### config.mk
export PLATFORM = sky130hd
export DESIGN_NAME = appr_top
export DESIGN_NICKNAME = d
export VERILOG_FILES = /design/src/appr_pkg.sv /design/src/appr_top.sv /design/src/appr_mic_latch.sv
export SDC_FILE = /design/constraint.sdc
export NUM_CORES = 1
export LEC_CHECK = 0
export ABC_CLOCK_PERIOD_IN_PS = 2900
export BUFFER_PORTS_ARGS = -buffer_cell sky130_fd_sc_hd__buf_4
export CORE_MARGIN = 5
export CORE_UTILIZATION = 55
export DETAILED_ROUTE_END_ITERATION = 16
export HOLD_SLACK_MARGIN = 0.12
export PLACE_DENSITY = 0.76
export RECOVER_POWER = 50
export SLEW_MARGIN = 10
export SYNTH_ARGS = -nofsm -noshare
export SYNTH_HDL_FRONTEND = slang
export SYNTH_SLANG_ARGS = --single-unit
### constraint.sdc
create_clock -name i_ref_clk -period 2.9 [get_ports i_ref_clk]
set_clock_uncertainty 0.15 [all_clocks]
set_input_delay 0.435 -clock i_ref_clk [delete_from_list [all_inputs] [get_ports i_ref_clk]]
set_output_delay 0.435 -clock i_ref_clk [all_outputs]
set_load 0.02 [all_outputs]
### src/appr_pkg.sv
package appr_pkg;

    // register offsets
    localparam logic [7:0] ADDR_OUTPUT_PIN_SETUP     = 8'h10;
    localparam logic [7:0] ADDR_SECONDARY_CLOCK_ROUTE = 8'h11;
    localparam logic [7:0] ADDR_SECONDARY_DATA_ROUTE = 8'h12;
    localparam logic [7:0] ADDR_PDM_INPUT_SETUP      = 8'h13;

    // reset values
    localparam logic [7:0] RST_OUTPUT_PIN_SETUP      = 8'h52;
    localparam logic [7:0] RST_SECONDARY_CLOCK_ROUTE = 8'h80;
    localparam logic [7:0] RST_SECONDARY_DATA_ROUTE  = 8'h00;
    localparam logic [7:0] RST_PDM_INPUT_SETUP       = 8'h00;

    // writable bits; reserved positions stay zero
    localparam logic [7:0] WMASK_OUTPUT_PIN_SETUP      = 8'hff;
    localparam logic [7:0] WMASK_SECONDARY_CLOCK_ROUTE = 8'hfe;
    localparam logic [7:0] WMASK_SECONDARY_DATA_ROUTE  = 8'hfc;
    localparam logic [7:0] WMASK_PDM_INPUT_SETUP       = 8'hff;

    // output_pin_setup fields
    localparam int OUT_FUNC_LSB  = 4;
    localparam int OUT_VALUE_BIT = 3;
    localparam int OUT_DRIVE_LSB = 0;
    // secondary_clock_route fields
    localparam int PRIMARY_IN_EN_BIT = 7;
    localparam int SEC_FSYNC_LSB     = 4;
    localparam int SEC_BCLK_LSB      = 1;
    // secondary_data_route fields
    localparam int SEC_IN1_LSB = 5;
    localparam int SEC_IN2_LSB = 2;
    // pdm_input_setup fields
    localparam int REC_CH1_DIG_BIT   = 7;
    localparam int REC_CH2_DIG_BIT   = 6;
    localparam int MIC_IN1_EDGE_BIT  = 5;
    localparam int MIC_IN2_EDGE_BIT  = 4;
    localparam int MIC_IN1_SRC_LSB   = 2;
    localparam int MIC_IN2_SRC_LSB   = 0;

    // source codes for three-bit route fields
    localparam logic [2:0] SRC_OFF     = 3'h0;
    localparam logic [2:0] SRC_PIN_A   = 3'h1;
    localparam logic [2:0] SRC_PIN_B   = 3'h2;
    localparam logic [2:0] SRC_PIN_C   = 3'h3;
    localparam logic [2:0] SRC_SDOUT   = 3'h4;
    localparam logic [2:0] SRC_PRIMARY = 3'h5;

    // source codes for two-bit mic fields
    localparam logic [1:0] MIC_SRC_OFF   = 2'h0;
    localparam logic [1:0] MIC_SRC_PIN_A = 2'h1;
    localparam logic [1:0] MIC_SRC_PIN_B = 2'h2;
    localparam logic [1:0] MIC_SRC_PIN_C = 2'h3;

    // serial data output pin drive styles
    localparam logic [2:0] DRV_HIZ         = 3'h0;
    localparam logic [2:0] DRV_PUSH_PULL   = 3'h1;
    localparam logic [2:0] DRV_LOW_WEAK_HI = 3'h2;
    localparam logic [2:0] DRV_OPEN_DRAIN  = 3'h3;
    localparam logic [2:0] DRV_WEAK_LO_HI  = 3'h4;
    localparam logic [2:0] DRV_OPEN_SOURCE = 3'h5;

    // serial data output pin functions handled here
    localparam logic [3:0] FN_OFF         = 4'h0;
    localparam logic [3:0] FN_INPUT       = 4'h1;
    localparam logic [3:0] FN_GPO         = 4'h2;
    localparam logic [3:0] FN_MIC_CLOCK   = 4'h4;
    localparam logic [3:0] FN_PRIMARY_OUT = 4'h5;

    // mic clock timing
    localparam int REF_CLK_PERIOD_NS   = 10;
    localparam int MIC_CLK_HALF_NS     = 160;
    localparam int MIC_CLK_HALF_CYCLES =
        (MIC_CLK_HALF_NS + REF_CLK_PERIOD_NS - 1) / REF_CLK_PERIOD_NS;

    typedef struct packed {
        logic multi_pin_a;
        logic multi_pin_b;
        logic multi_pin_c;
    } appr_pins_t;

    typedef struct packed {
        logic frame_sync;
        logic bit_clock;
        logic data_in;
        logic data_out;
    } appr_primary_t;

    typedef struct packed {
        logic active;
        logic frame_sync;
        logic bit_clock;
        logic in1_valid;
        logic in1;
        logic in2_valid;
        logic in2;
    } appr_secondary_t;

    typedef struct packed {
        logic out;
        logic oe;
        logic pull_en;
        logic pull_up;
    } appr_pin_drive_t;

    typedef struct packed {
        logic ch1_digital;
        logic ch2_digital;
        logic ch1_valid;
        logic ch1;
        logic ch2_valid;
        logic ch2;
        logic ch3_valid;
        logic ch3;
        logic ch4_valid;
        logic ch4;
    } appr_rec_t;

endpackage

### src/appr_top.sv
`timescale 1ns/1ps
module appr_top
#(
    parameter int MIC_HALF = appr_pkg::MIC_CLK_HALF_CYCLES
) (
    // clock and reset
    input  wire logic                      i_ref_clk,
    input  wire logic                      i_rst,
    // register port
    input  wire logic [7:0]                i_reg_addr,
    input  wire logic                      i_reg_wr,
    input  wire logic                      i_reg_rd,
    input  wire logic [7:0]                i_reg_wdata,
    output logic      [7:0]                o_reg_rdata,
    // pins in
    input  wire appr_pkg::appr_pins_t      i_pins,
    input  wire appr_pkg::appr_primary_t   i_primary,
    input  wire logic                      i_sdout_in,
    // serial data output pin drive
    output appr_pkg::appr_pin_drive_t      o_sdout,
    // routed signals
    output logic                           o_primary_din,
    output appr_pkg::appr_secondary_t      o_secondary,
    output logic                           o_mic_clock,
    output appr_pkg::appr_rec_t            o_rec
);
    import appr_pkg::*;

    localparam int CW = (MIC_HALF > 1) ? $clog2(MIC_HALF) : 1;
    localparam logic [CW-1:0] HALF_LAST = CW'(MIC_HALF - 1);

    logic [7:0] output_pin_setup;
    logic [7:0] secondary_clock_route;
    logic [7:0] secondary_data_route;
    logic [7:0] pdm_input_setup;

    logic [2:0] out_pin_drive_style;
    logic [3:0] out_pin_function;
    logic       primary_input_enable;
    logic [2:0] secondary_frame_sync_source;
    logic [2:0] secondary_bit_clock_source;
    logic [2:0] secondary_input1_source;
    logic [2:0] secondary_input2_source;
    logic       rec_ch1_digital_select;
    logic       rec_ch2_digital_select;
    logic       mic_in1_latch_edge;
    logic       mic_in2_latch_edge;
    logic [1:0] mic_in1_source;
    logic [1:0] mic_in2_source;

    assign out_pin_drive_style  = output_pin_setup[OUT_DRIVE_LSB +: 3];
    assign out_pin_function     = output_pin_setup[OUT_FUNC_LSB +: 4];
    assign primary_input_enable = secondary_clock_route[PRIMARY_IN_EN_BIT];
    assign secondary_frame_sync_source =
        secondary_clock_route[SEC_FSYNC_LSB +: 3];
    assign secondary_bit_clock_source =
        secondary_clock_route[SEC_BCLK_LSB +: 3];
    assign secondary_input1_source = secondary_data_route[SEC_IN1_LSB +: 3];
    assign secondary_input2_source = secondary_data_route[SEC_IN2_LSB +: 3];
    assign rec_ch1_digital_select  = pdm_input_setup[REC_CH1_DIG_BIT];
    assign rec_ch2_digital_select  = pdm_input_setup[REC_CH2_DIG_BIT];
    assign mic_in1_latch_edge      = pdm_input_setup[MIC_IN1_EDGE_BIT];
    assign mic_in2_latch_edge      = pdm_input_setup[MIC_IN2_EDGE_BIT];
    assign mic_in1_source          = pdm_input_setup[MIC_IN1_SRC_LSB +: 2];
    assign mic_in2_source          = pdm_input_setup[MIC_IN2_SRC_LSB +: 2];

    // register writes; reserved positions masked so they stay zero
    always_ff @(posedge i_ref_clk) begin
        if (i_rst) begin
            output_pin_setup      <= RST_OUTPUT_PIN_SETUP;
            secondary_clock_route <= RST_SECONDARY_CLOCK_ROUTE;
            secondary_data_route  <= RST_SECONDARY_DATA_ROUTE;
            pdm_input_setup       <= RST_PDM_INPUT_SETUP;
        end else if (i_reg_wr) begin
            case (i_reg_addr)
                ADDR_OUTPUT_PIN_SETUP: begin
                    output_pin_setup <= i_reg_wdata & WMASK_OUTPUT_PIN_SETUP;
                end
                ADDR_SECONDARY_CLOCK_ROUTE: begin
                    secondary_clock_route <= i_reg_wdata &
                        WMASK_SECONDARY_CLOCK_ROUTE;
                end
                ADDR_SECONDARY_DATA_ROUTE: begin
                    secondary_data_route <= i_reg_wdata &
                        WMASK_SECONDARY_DATA_ROUTE;
                end
                ADDR_PDM_INPUT_SETUP: begin
                    pdm_input_setup <= i_reg_wdata & WMASK_PDM_INPUT_SETUP;
                end
                default: begin
                end
            endcase
        end
    end

    // register reads, one cycle after the strobe; unmapped reads zero
    always_ff @(posedge i_ref_clk) begin
        if (i_rst) begin
            o_reg_rdata <= 8'h00;
        end else if (i_reg_rd) begin
            case (i_reg_addr)
                ADDR_OUTPUT_PIN_SETUP:      o_reg_rdata <= output_pin_setup;
                ADDR_SECONDARY_CLOCK_ROUTE: o_reg_rdata <= secondary_clock_route;
                ADDR_SECONDARY_DATA_ROUTE:  o_reg_rdata <= secondary_data_route;
                ADDR_PDM_INPUT_SETUP:       o_reg_rdata <= pdm_input_setup;
                default:                    o_reg_rdata <= 8'h00;
            endcase
        end
    end

    // three-bit route decode; returns {valid, level}
    // pins passed in so continuous assigns see every level change
    function automatic logic [1:0] route3(
        input logic [2:0] code,
        input appr_pins_t pins,
        input logic [1:0] sdout_route,
        input logic       primary_level
    );
        logic [1:0] r;
        r = 2'b00;
        case (code)
            SRC_PIN_A:   r = {1'b1, pins.multi_pin_a};
            SRC_PIN_B:   r = {1'b1, pins.multi_pin_b};
            SRC_PIN_C:   r = {1'b1, pins.multi_pin_c};
            SRC_SDOUT:   r = sdout_route;
            SRC_PRIMARY: r = {1'b1, primary_level};
            default:     r = 2'b00;
        endcase
        return r;
    endfunction

    // two-bit mic source decode; returns {valid, level}
    function automatic logic [1:0] route2(
        input logic [1:0] code,
        input appr_pins_t pins
    );
        logic [1:0] r;
        r = 2'b00;
        case (code)
            MIC_SRC_PIN_A: r = {1'b1, pins.multi_pin_a};
            MIC_SRC_PIN_B: r = {1'b1, pins.multi_pin_b};
            MIC_SRC_PIN_C: r = {1'b1, pins.multi_pin_c};
            default:       r = 2'b00;
        endcase
        return r;
    endfunction

    logic [1:0] fs_route;
    logic [1:0] bc_route;
    logic [1:0] in1_route;
    logic [1:0] in2_route;
    logic [1:0] mic1_route;
    logic [1:0] mic2_route;

    assign fs_route  = route3(secondary_frame_sync_source, i_pins, 2'b00,
                              i_primary.frame_sync);
    assign bc_route  = route3(secondary_bit_clock_source, i_pins, 2'b00,
                              i_primary.bit_clock);
    assign in1_route = route3(secondary_input1_source, i_pins,
                              {1'b1, i_sdout_in}, i_primary.data_in);
    assign in2_route = route3(secondary_input2_source, i_pins,
                              {1'b1, i_sdout_in}, i_primary.data_in);
    assign mic1_route = route2(mic_in1_source, i_pins);
    assign mic2_route = route2(mic_in2_source, i_pins);

    // primary input gate
    always_ff @(posedge i_ref_clk) begin
        if (i_rst) begin
            o_primary_din <= 1'b0;
        end else begin
            o_primary_din <= primary_input_enable & i_primary.data_in;
        end
    end

    // secondary port needs both clocks routed to run at all
    logic sec_active;
    assign sec_active = fs_route[1] & bc_route[1];

    always_ff @(posedge i_ref_clk) begin
        if (i_rst) begin
            o_secondary <= '0;
        end else begin
            o_secondary.active     <= sec_active;
            o_secondary.frame_sync <= sec_active & fs_route[0];
            o_secondary.bit_clock  <= sec_active & bc_route[0];
            o_secondary.in1_valid  <= sec_active & in1_route[1];
            o_secondary.in1        <= sec_active & in1_route[1] & in1_route[0];
            o_secondary.in2_valid  <= sec_active & in2_route[1];
            o_secondary.in2        <= sec_active & in2_route[1] & in2_route[0];
        end
    end

    // mic clock divider, free running so strobes are always known
    logic [CW-1:0] mic_div;
    logic          mic_toggle;
    logic          mic_rise;
    logic          mic_fall;

    assign mic_toggle = (mic_div == HALF_LAST);
    assign mic_rise   = mic_toggle & ~o_mic_clock;
    assign mic_fall   = mic_toggle & o_mic_clock;

    always_ff @(posedge i_ref_clk) begin
        if (i_rst) begin
            mic_div     <= '0;
            o_mic_clock <= 1'b0;
        end else begin
            mic_div <= mic_toggle ? '0 : mic_div + CW'(1);
            if (mic_toggle) begin
                o_mic_clock <= ~o_mic_clock;
            end
        end
    end

    // mic data is sampled in the cycle the clock edge is launched
    logic m1_first;
    logic m1_first_v;
    logic m1_second;
    logic m1_second_v;
    logic m2_first;
    logic m2_first_v;
    logic m2_second;
    logic m2_second_v;

    appr_mic_latch u_mic1 (
        .i_ref_clk      (i_ref_clk),
        .i_rst          (i_rst),
        .i_enable       (mic1_route[1]),
        .i_swap         (mic_in1_latch_edge),
        .i_rise         (mic_rise),
        .i_fall         (mic_fall),
        .i_data         (mic1_route[0]),
        .o_first        (m1_first),
        .o_first_valid  (m1_first_v),
        .o_second       (m1_second),
        .o_second_valid (m1_second_v)
    );

    appr_mic_latch u_mic2 (
        .i_ref_clk      (i_ref_clk),
        .i_rst          (i_rst),
        .i_enable       (mic2_route[1]),
        .i_swap         (mic_in2_latch_edge),
        .i_rise         (mic_rise),
        .i_fall         (mic_fall),
        .i_data         (mic2_route[0]),
        .o_first        (m2_first),
        .o_first_valid  (m2_first_v),
        .o_second       (m2_second),
        .o_second_valid (m2_second_v)
    );

    always_comb begin
        o_rec             = '0;
        o_rec.ch1_digital = rec_ch1_digital_select;
        o_rec.ch2_digital = rec_ch2_digital_select;
        // analog channels see no mic samples
        o_rec.ch1_valid   = rec_ch1_digital_select & m1_first_v;
        o_rec.ch1         = rec_ch1_digital_select & m1_first;
        o_rec.ch2_valid   = rec_ch2_digital_select & m1_second_v;
        o_rec.ch2         = rec_ch2_digital_select & m1_second;
        o_rec.ch3_valid   = m2_first_v;
        o_rec.ch3         = m2_first;
        o_rec.ch4_valid   = m2_second_v;
        o_rec.ch4         = m2_second;
    end

    // serial data output pin: level by function, then drive style
    logic            pin_level;
    logic            pin_used;
    appr_pin_drive_t next_sdout;

    always_comb begin
        pin_level = 1'b0;
        pin_used  = 1'b1;
        case (out_pin_function)
            FN_GPO:         pin_level = output_pin_setup[OUT_VALUE_BIT];
            FN_MIC_CLOCK:   pin_level = o_mic_clock;
            FN_PRIMARY_OUT: pin_level = i_primary.data_out;
            // other functions live elsewhere; pin left released here
            default:        pin_used  = 1'b0;
        endcase
    end

    always_comb begin
        next_sdout = '0;
        if (pin_used) begin
            case (out_pin_drive_style)
                DRV_PUSH_PULL: begin
                    next_sdout.oe  = 1'b1;
                    next_sdout.out = pin_level;
                end
                DRV_LOW_WEAK_HI: begin
                    next_sdout.oe      = ~pin_level;
                    next_sdout.pull_en = pin_level;
                    next_sdout.pull_up = pin_level;
                end
                DRV_OPEN_DRAIN: begin
                    next_sdout.oe = ~pin_level;
                end
                DRV_WEAK_LO_HI: begin
                    next_sdout.oe      = pin_level;
                    next_sdout.out     = pin_level;
                    next_sdout.pull_en = ~pin_level;
                end
                DRV_OPEN_SOURCE: begin
                    next_sdout.oe  = pin_level;
                    next_sdout.out = pin_level;
                end
                // hi-z, and reserved codes fall safe to hi-z
                default: next_sdout = '0;
            endcase
        end
    end

    always_ff @(posedge i_ref_clk) begin
        if (i_rst) begin
            o_sdout <= '0;
        end else begin
            o_sdout <= next_sdout;
        end
    end
endmodule

### src/appr_mic_latch.sv
`timescale 1ns/1ps
module appr_mic_latch (
    // clock and reset
    input  wire logic i_ref_clk,
    input  wire logic i_rst,
    // control
    input  wire logic i_enable,
    input  wire logic i_swap,
    // mic clock strobes and data
    input  wire logic i_rise,
    input  wire logic i_fall,
    input  wire logic i_data,
    // latched channels
    output logic      o_first,
    output logic      o_first_valid,
    output logic      o_second,
    output logic      o_second_valid
);
    logic first_edge;
    logic second_edge;

    // first channel on falling edge unless swapped
    assign first_edge  = i_swap ? i_rise : i_fall;
    assign second_edge = i_swap ? i_fall : i_rise;

    always_ff @(posedge i_ref_clk) begin
        if (i_rst) begin
            o_first       <= 1'b0;
            o_first_valid <= 1'b0;
        end else begin
            o_first_valid <= i_enable && first_edge;
            if (i_enable && first_edge) begin
                o_first <= i_data;
            end
        end
    end

    always_ff @(posedge i_ref_clk) begin
        if (i_rst) begin
            o_second       <= 1'b0;
            o_second_valid <= 1'b0;
        end else begin
            o_second_valid <= i_enable && second_edge;
            if (i_enable && second_edge) begin
                o_second <= i_data;
            end
        end
    end
endmodule

==> results of run 1 <==
==> logic make-up after synthesis <==
logic type	after synthesis	share of synthesized area, %
adder cells (fa/ha/maj)	1	0.413
XOR/XNOR	6	1.74
AO/OA/AOI/OAI	43	11.0
AND/OR/NAND/NOR	106	22.6
buffers and inverters	24	4.22
multiplexers	49	18.9
flip-flops	62	41.0
==> worst paths after layout <==
kind / startpoint / to / slack (ns) / depth (start not counted)
worst min register to register: secondary_clock_route[7] / o_primary_din / 0.34 / 2
worst max register to register: output_pin_setup[5] / o_sdout[3] / 1.20 / 3
worst max-delay path: i_rst / o_reg_rdata[6] / 0.97 / 4
worst min-delay path: i_primary[1] / o_primary_din / 0.21 / 3
==> power groups by stage <==
stage               Sequential (mW)  Combinational (mW)  Clock, mW
floorplan                     0.886              0.0647          0
global placement              0.883               0.118          0
detailed placement            0.883               0.119          0
CTS                           0.864               0.120      0.787
global route                  0.865               0.128      0.828
finish                        0.864               0.117      0.770
==> sequential cells by signal, indices dropped and copies added (netlist names), 4 cells and up <==
name,count
secondary_clock_route,7
mic_div,4
o_secondary,7
pdm_input_setup,8
output_pin_setup,8
o_sdout,4
o_reg_rdata,8
secondary_data_route,6
==> cell usage after synthesis (3+ instances only) <==
cell	count
clkbuf_1	6
inv_1	3
buf_4	8
xnor2_1	4
o2111ai_1	3
a211oi_1	4
and2_1	4
nor3b_1	9
dfxtp_1	62
nand2_1	3
nand2b_1	38
a21o_2	6
mux2_2	6
nor3_1	11
a21oi_1	7
a221oi_1	3
mux2i_1	37
nor2b_1	4
nor2_1	18
o21ai_0	3
mux4_2	6
buf_2	6
==> layout make-up <==
type	instances	area, um2	area share, %
multi-input combinational	205	1660	46.8
clock inverter	3	42.5	1.20
timing repair buffer	58	339	9.58
inverter	3	11.3	0.318
sequential	62	1240	35.1
tap	72	90.1	2.55
clock buffer	13	159	4.49
==> per-layer routing <==
layer / global-route usage (%) / vias to the layer above / routed length [um] / part of all wire, %
met4: 11.7 / 0 / 228 / 3.3
met5: 0 / - / 0 / 0
li1: - / 1156 / - / -
met3: 4.71 / 21 / 418 / 6.1
met1: 25.8 / 1117 / 2970 / 43
met2: 32.4 / 83 / 3290 / 48
==> stage by stage <==
stage	std cells	worst slack [ns]	area, um2	power (mW)	hold WS (ns)
floorplan	291	1.27	3030	0.951	0.270
global placement	400	0.967	3430	1.00	0.328
detailed placement	400	0.904	3430	1.00	0.320
CTS	416	1.19	3640	1.77	0.196
global route	416	0.819	3540	1.82	0.200
finish	416	0.973	3540	1.75	0.211
==> critical path, delay by kind of cell <==
kind / cells / cell delay [ns]
buffers and inverters: 1 / 0.57
AND/OR/NAND/NOR: 2 / 0.86
AO/OA/AOI/OAI: 1 / 0.19
==> metrics, run 1 <==
Final TNS setup 0 ns; Avg WL per Cell 16.6 um; remaining antenna violation count 0; diode count 0; run status finished clean; CP Class in2reg; Initial Utilization 55.6%; Synth Flop Type dfxtp_1; Mapped Area 3030 um2; Resize count post-CTS 0; startpoint types primary input; Die ar. 7080 um2; post-synthesis cell type count 50; Worst EP required 3.03 ns; # fillers 479; area leader, netlist dfxtp_1; vias per std cell 5.71; Synth Register Bits 62; via count 2377; area growth from synthesis to layout 17.0%; clock-pin slew on the worst setup and hold paths 0.07 ns; cts bufs inserted 9; Synth area leaders dfxtp_1 (41%), mux2i_1 (12%), nand2b_1 (7.9%); critical-path maximum fanout 67; Core Region 5440 um2; cell internal pwr 1.36 mW; Rows 27; Leak 1.43 nW; dpl hpwl 5000 um; Logic pwr share 6.7%; crit share post-route 66.4%; worst path cell trace clkbuf_2 -> nand2b_1 -> nor4b_4 -> a21o_2; gr ovfl total 0; syn nets 320; Power Dens Cells 495 nW/um2; CP arrival 2.06 ns; Die H 84.2 um; first-pass GRT wire length 11600 um; CTS tree built; switch share 22.4%; Flop pwr share 49.4%; DR DRC count 0; layout cells sized above 1 20.9%; First-pass DRT Iterations 4; Setup crit end kind register; shortest period the worst path allows 1.93 ns; EDFF count, synth 0; chip width 84.2 um; final count of negative-setup-slack endpoints 0; gpl congestion 0.769; CTS Hold Bufs 0; IO Count 59; Final Hold Fails 0; VDD IR-drop max 322 uV; share of the synthesized area in the top cell type 41.0%; worst slew pin tran 1.08 ns; Mapped Cells 291; Final Slew Violations 0; Max Root-Sink Buffers 2; Clk Tree Root Cell clkbuf_8; Iter 0 DRT Violations 175; Fmax 0.519 GHz; Layout Utilization 65.1%; Worst slew margin 27.7%; most common cell after layout, fill and taps aside dfxtp_1; later-pin clock latency in the skew report 0.34 ns; Seq/Total Area, Yosys 41.0%; average instance area after synthesis 10.4 um2; Clock Power Share 44.0%; H-tree levels 3; CP max stage cell clkbuf_2; clk sinks 62; largest net degree at the start of global routing 68; worst stage delay on the critical path 0.57 ns; number of max-cap violations 0; # nets final 368; Sw Pwr 0.393 mW; Yosys warning count 0; final WL 6910 um; antenna violations before repair 0; Async SR Flop Fraction 0%; All-Layer GR Usage 20.6%; Post-CTS Setup Inserts 0; Hold Crit Class in2reg; vias in the first global route 2360; # port buffers 58; most frequent cells in the layout dfxtp_1 (62), nand2b_1 (38), mux2i_1 (37); RSZ-0062 raised after global routing no
No activity file was read; power rests on OpenSTA's default activity.
==> run 2, diff against run 1 <==
Settings changed: ABC_AREA set to 1, ABC_CLOCK_PERIOD_IN_PS 2900 to 2000, CORE_UTILIZATION 55 to 54, PLACE_DENSITY 0.76 to 0.75.
Clock period 2.9 ns to 2 ns, I/O delays scaled along.
==> metrics, run 2 <==
Clk Tree Root Cell clkbuf_8; critical-path maximum fanout 12; # fillers 498; dpl ws 0.290 ns; Worst slew margin 63.6%; most frequent cells in the layout nand2_1 (64), dfxtp_1 (62), inv_1 (55); Layout Utilization 66.5%; CP max stage cell nand3_1; top-count cell post-synth nand2_1; Hold Crit Class in2reg; DP Area 3340 um2; Iter 0 DRT Violations 227; syn nets 429; layout cells sized above 1 14.4%; First-pass DRT Iterations 5; Setup crit end kind register; post-synthesis cell type count 33; top cells by count, synth nand2_1 (63), dfxtp_1 (62), inv_1 (55); Rows 26; largest net degree at the start of global routing 24; later-pin clock latency in the skew report 0.33 ns; share of the synthesized area in the top cell type 42.4%; Top Registers o_reg_rdata: 8 flops, output_pin_setup: 8 flops, pdm_input_setup: 8 flops; via count 2816; final count of negative-setup-slack endpoints 0; # nets final 489; run status finished clean; crit share post-route 82.3%; Fmax 0.608 GHz; worst stage delay on the critical path 0.44 ns; CP arrival 1.70 ns; gpl congestion 0.904; Seq/Total Area, Yosys 42.4%; average instance area after synthesis 7.31 um2; Final Slew Violations 0; Die H 83.6 um; worst slew pin tran 0.545 ns; CP Class in2reg; antenna violations before repair 0; Worst EP required 2.06 ns; Synth Register Bits 62; VDD IR-drop max 439 uV; finished layout cell area 3440 um2; vias per std cell 5.26; gr ovfl total 0; area growth from synthesis to layout 17.7%; CTS Hold Bufs 6; Max Root-Sink Buffers 2; most common cell after layout, fill and taps aside nand2_1; worst reg2reg path depth 8; vias in the first global route 2562; # port buffers 58; Core Region 5170 um2; Final TNS setup 0 ns; number of max-cap violations 0; RSZ-0062 raised after global routing no; Initial Utilization 56.6%; Yosys warning count 0; first-pass GRT wire length 12100 um; H-tree levels 3; dpl hpwl 5420 um; CTS tree built; dpl cells 513; diode count 0; Mapped Area 2930 um2; Resize count post-CTS 0; Power Dens Cells 714 nW/um2; Synth area leaders dfxtp_1 (42%), nand2_1 (8.1%), a21oi_1 (7.9%); Die ar. 6990 um2; All-Layer GR Usage 21.3%; clk sinks 62; Avg WL per Cell 13.7 um; worst path cell trace buf_4 -> inv_1 -> nand2_4 -> nor2_1 -> nand3_1 -> o21ai_0 -> a21oi_1; IO Count 59; shortest period the worst path allows 1.65 ns; post-route setup slack 0.354 ns; Async SR Flop Fraction 0%; Final Hold Fails 0; EDFF count, synth 0; startpoint types primary input; Mapped Cells 400; remaining antenna violation count 0; Post-CTS Setup Inserts 0; DR DRC count 0; clock-pin slew on the worst setup and hold paths 0.06 ns; Synth Flop Type dfxtp_1; Final Non-Filler Cells 535; cts bufs inserted 9; WHS Path Cells 2; chip width 83.6 um; Leak 1.53 nW; final WL 7350 um; area leader, netlist dfxtp_1
## run 2: cell count changes in the layout (fill, tap and decap cells not counted), sizes merged, moves of 10 or more
cell	change
nand3	+45
inv	+55
a21oi	+41
nand2	+64
nor2	+20
o21ai	+43
mux2i	-37
nand2b	-38
nor3b	-10
## run 2: worst paths after layout
kind                 startpoint                 endpoint  slack [ns]
setup / recovery  i_reg_addr[3]  secondary_data_route[2]        0.35
hold / removal            i_rst           o_reg_rdata[0]        0.13
setup reg to reg     mic_div[0]          u_mic2.o_second        0.38
hold reg to reg      mic_div[0]               mic_div[0]        0.30
## run 2: area by class of cell
cell class | count | area, um2 | area share [%]
Clock buffer | 11 | 131 | 3.82
Clock inverter | 5 | 50.0 | 1.45
Inverter | 58 | 218 | 6.32
Multi-Input combinational cell | 262 | 1290 | 37.4
Sequential cell | 62 | 1240 | 36.1
Tap cell | 70 | 87.6 | 2.54
Timing Repair Buffer | 67 | 428 | 12.4
## run 2: power breakdown
| part | total, mW | internal (mW) | switching, mW | leakage, nW |
|---|---|---|---|---|
| clock | 1.04 | 0.568 | 0.468 | 0.0968 |
| sequential | 1.25 | 1.25 | 0.00574 | 0.501 |
| combinational | 0.171 | 0.0697 | 0.101 | 0.936 |
## run 2: cell families (layout without fill, tap and decap cells)
kind of cell | count (synthesis) | count (layout) | synth area share, %
AND/OR/NAND/NOR | 157 | 157 | 26.0
adder cells (fa/ha/maj) | 1 | 1 | 0.428
XOR/XNOR | 1 | 1 | 0.299
AO/OA/AOI/OAI | 103 | 103 | 18.8
flip-flops | 62 | 62 | 42.4
buffers and inverters | 76 | 141 | 12.1
## run 2: stage by stage
stage | total power, mW | hold WS [ns]
2_1_floorplan | 1.37 | 0.268
3_3_place_gp | 1.45 | 0.286
3_5_place_dp | 1.45 | 0.292
4_1_cts | 2.48 | 0.123
5_1_grt | 2.54 | 0.144
6_report | 2.46 | 0.135
## run 2: critical path: cells and delay by family
kind,cells,cell delay [ns]
AO/OA/AOI/OAI,2,0.34
buffers and inverters,2,0.19
AND/OR/NAND/NOR,3,0.89
## run 2: per-layer routing
layer	global-route usage [%]	vias up	share of wire (%)
li1	-	1433	-
met1	27.4	1254	46
met5	0	-	0
met2	33.6	109	45
met4	9.80	0	2.8
met3	5.13	20	6.9
==> run 3, diff against run 2 <==
Settings changed: ABC_CLOCK_PERIOD_IN_PS 2000 to 1600.
Clock period 2 ns to 1.6 ns, I/O delays scaled along.
==> metrics, run 3 (synthesis results as in run 2) <==
gr ovfl total 0; later-pin clock latency in the skew report 0.34 ns; Worst Setup SP mic_div[0]; most frequent cells in the layout nand2_1 (64), dfxtp_1 (60), inv_1 (55); layout cells sized above 1 16.6%; dpl cells 519; Max Root-Sink Buffers 2; Iter 0 DRT Violations 219; Final Slew Violations 0; Hold Crit Class in2reg; Final Hold Fails 0; CP Class reg2reg; Leak 1.58 nW; run status finished clean; Avg WL per Cell 13.9 um; crit share post-route 89.4%; most common cell after layout, fill and taps aside nand2_1; Worst slew margin 65.6%; startpoint types register; Clk Tree Root Cell clkbuf_8; clk sinks 62; R2R Path End u_mic2.o_first; All-Layer GR Usage 22.0%; area growth from synthesis to layout 24.6%; Die H 83.6 um; antenna violations before repair 0; Core Region 5170 um2; largest net degree at the start of global routing 30; remaining antenna violation count 0; Fmax 0.699 GHz; clock-pin slew on the worst setup and hold paths 0.07 ns; vias per std cell 5.27; Power Dens Cells 911 nW/um2; worst slew pin tran 0.512 ns; worst reg2reg path depth 8; Worst EP required 1.69 ns; via count 2884; Critical Path End u_mic2.o_first; Post-CTS Setup Inserts 0; shortest period the worst path allows 1.43 ns; IO Count 59; vias in the first global route 2733; Setup crit end kind register; CP arrival 1.52 ns; # port buffers 58; chip width 83.6 um; # nets final 501; number of max-cap violations 0; reg2reg start mic_div[0]; First-pass DRT Iterations 5; Final TNS setup 0 ns; Top Registers o_reg_rdata: 8 flops, output_pin_setup: 8 flops, pdm_input_setup: 8 flops; diode count 0; first-pass GRT wire length 12500 um; critical-path maximum fanout 4; RSZ-0062 raised after global routing no; dpl hpwl 5510 um; Die ar. 6990 um2; H-tree levels 3; gpl congestion 0.892; Initial Utilization 56.6%; final count of negative-setup-slack endpoints 0; Rows 26; VDD IR-drop max 727 uV; CTS tree built; cts bufs inserted 9; final WL 7630 um; Reg2Reg Setup Slack 0.17 ns; DR DRC count 0; Final Non-Filler Cells 547
## run 3: cell types whose count changed in the layout (fill, tap and decap cells not counted), sizes merged
cell / change
buf: +5
bufinv: +1
dlygate4sd3: +6
clkbuf: +2
clkinv: -2
## run 3: area by class of cell
class	instances	area, um2
multi-input cells	262	1340
clock inverters	4	70.1
fillers	471	1530
well taps	70	87.6
inverters	58	220
flip-flops and latches	62	1240
repair buffers	79	538
clock buffers	12	145
## run 3: through the flow
stage	worst slack (ns)	hold slack, ns	total power [mW]	instance area (um2)	util, %
after floorplan	0.205	0.211	1.71	2930	-
after global placement	0.0473	0.281	1.82	3390	65.6
after detailed placement	0.0422	0.289	1.82	3390	65.6
after CTS	0.0607	0.124	3.34	3730	72.1
after global routing	0.0173	0.146	3.43	3640	70.5
final	0.169	0.131	3.32	3640	70.5
## run 3: metal layers
| metal | track usage, % | share of wire, % |
|---|---|---|
| met4 | 9.94 | 2.3 |
| met3 | 6.22 | 7.7 |
| met5 | 0 | 0 |
| met2 | 34.4 | 46 |
| met1 | 28.1 | 44 |
## run 3: how the worst min path moves through the flow
stage	startpoint	endpoint	slack, ns	cells past startpoint
global placement	mic_div[0]	mic_div[0]	0.28	1
CTS	i_reg_wr	secondary_clock_route[7]	0.12	3
detailed placement	mic_div[0]	mic_div[0]	0.29	1
global route	i_reg_wr	secondary_clock_route[7]	0.15	3
finish	i_reg_wr	secondary_clock_route[7]	0.13	3
floorplan	i_primary[1]	o_primary_din	0.21	2
## run 3: report_power, final
part	leakage, nW	switching, mW	internal, mW
registers	0.502	0.0109	1.56
logic	0.968	0.135	0.109
clock network	0.110	0.593	0.916
total	1.58	0.739	2.58
## run 3: repair_timing
action | CTS | global route
setup endpoints to repair | 0 | 9
endpoints found under the hold margin | 40 | 0
hold buffers | 12 | 0
gates resized for setup | 0 | 8
## run 3: worst max-delay path, cell delays in order (launching register included)
cell and delay [ns]:
dfxtp_2 0.36, ha_4 0.16, nand3_4 0.10, nor2_4 0.11, inv_2 0.05, a21oi_1 0.11, o21ai_1 0.11, nor2_1 0.11
nor2_1 0.05
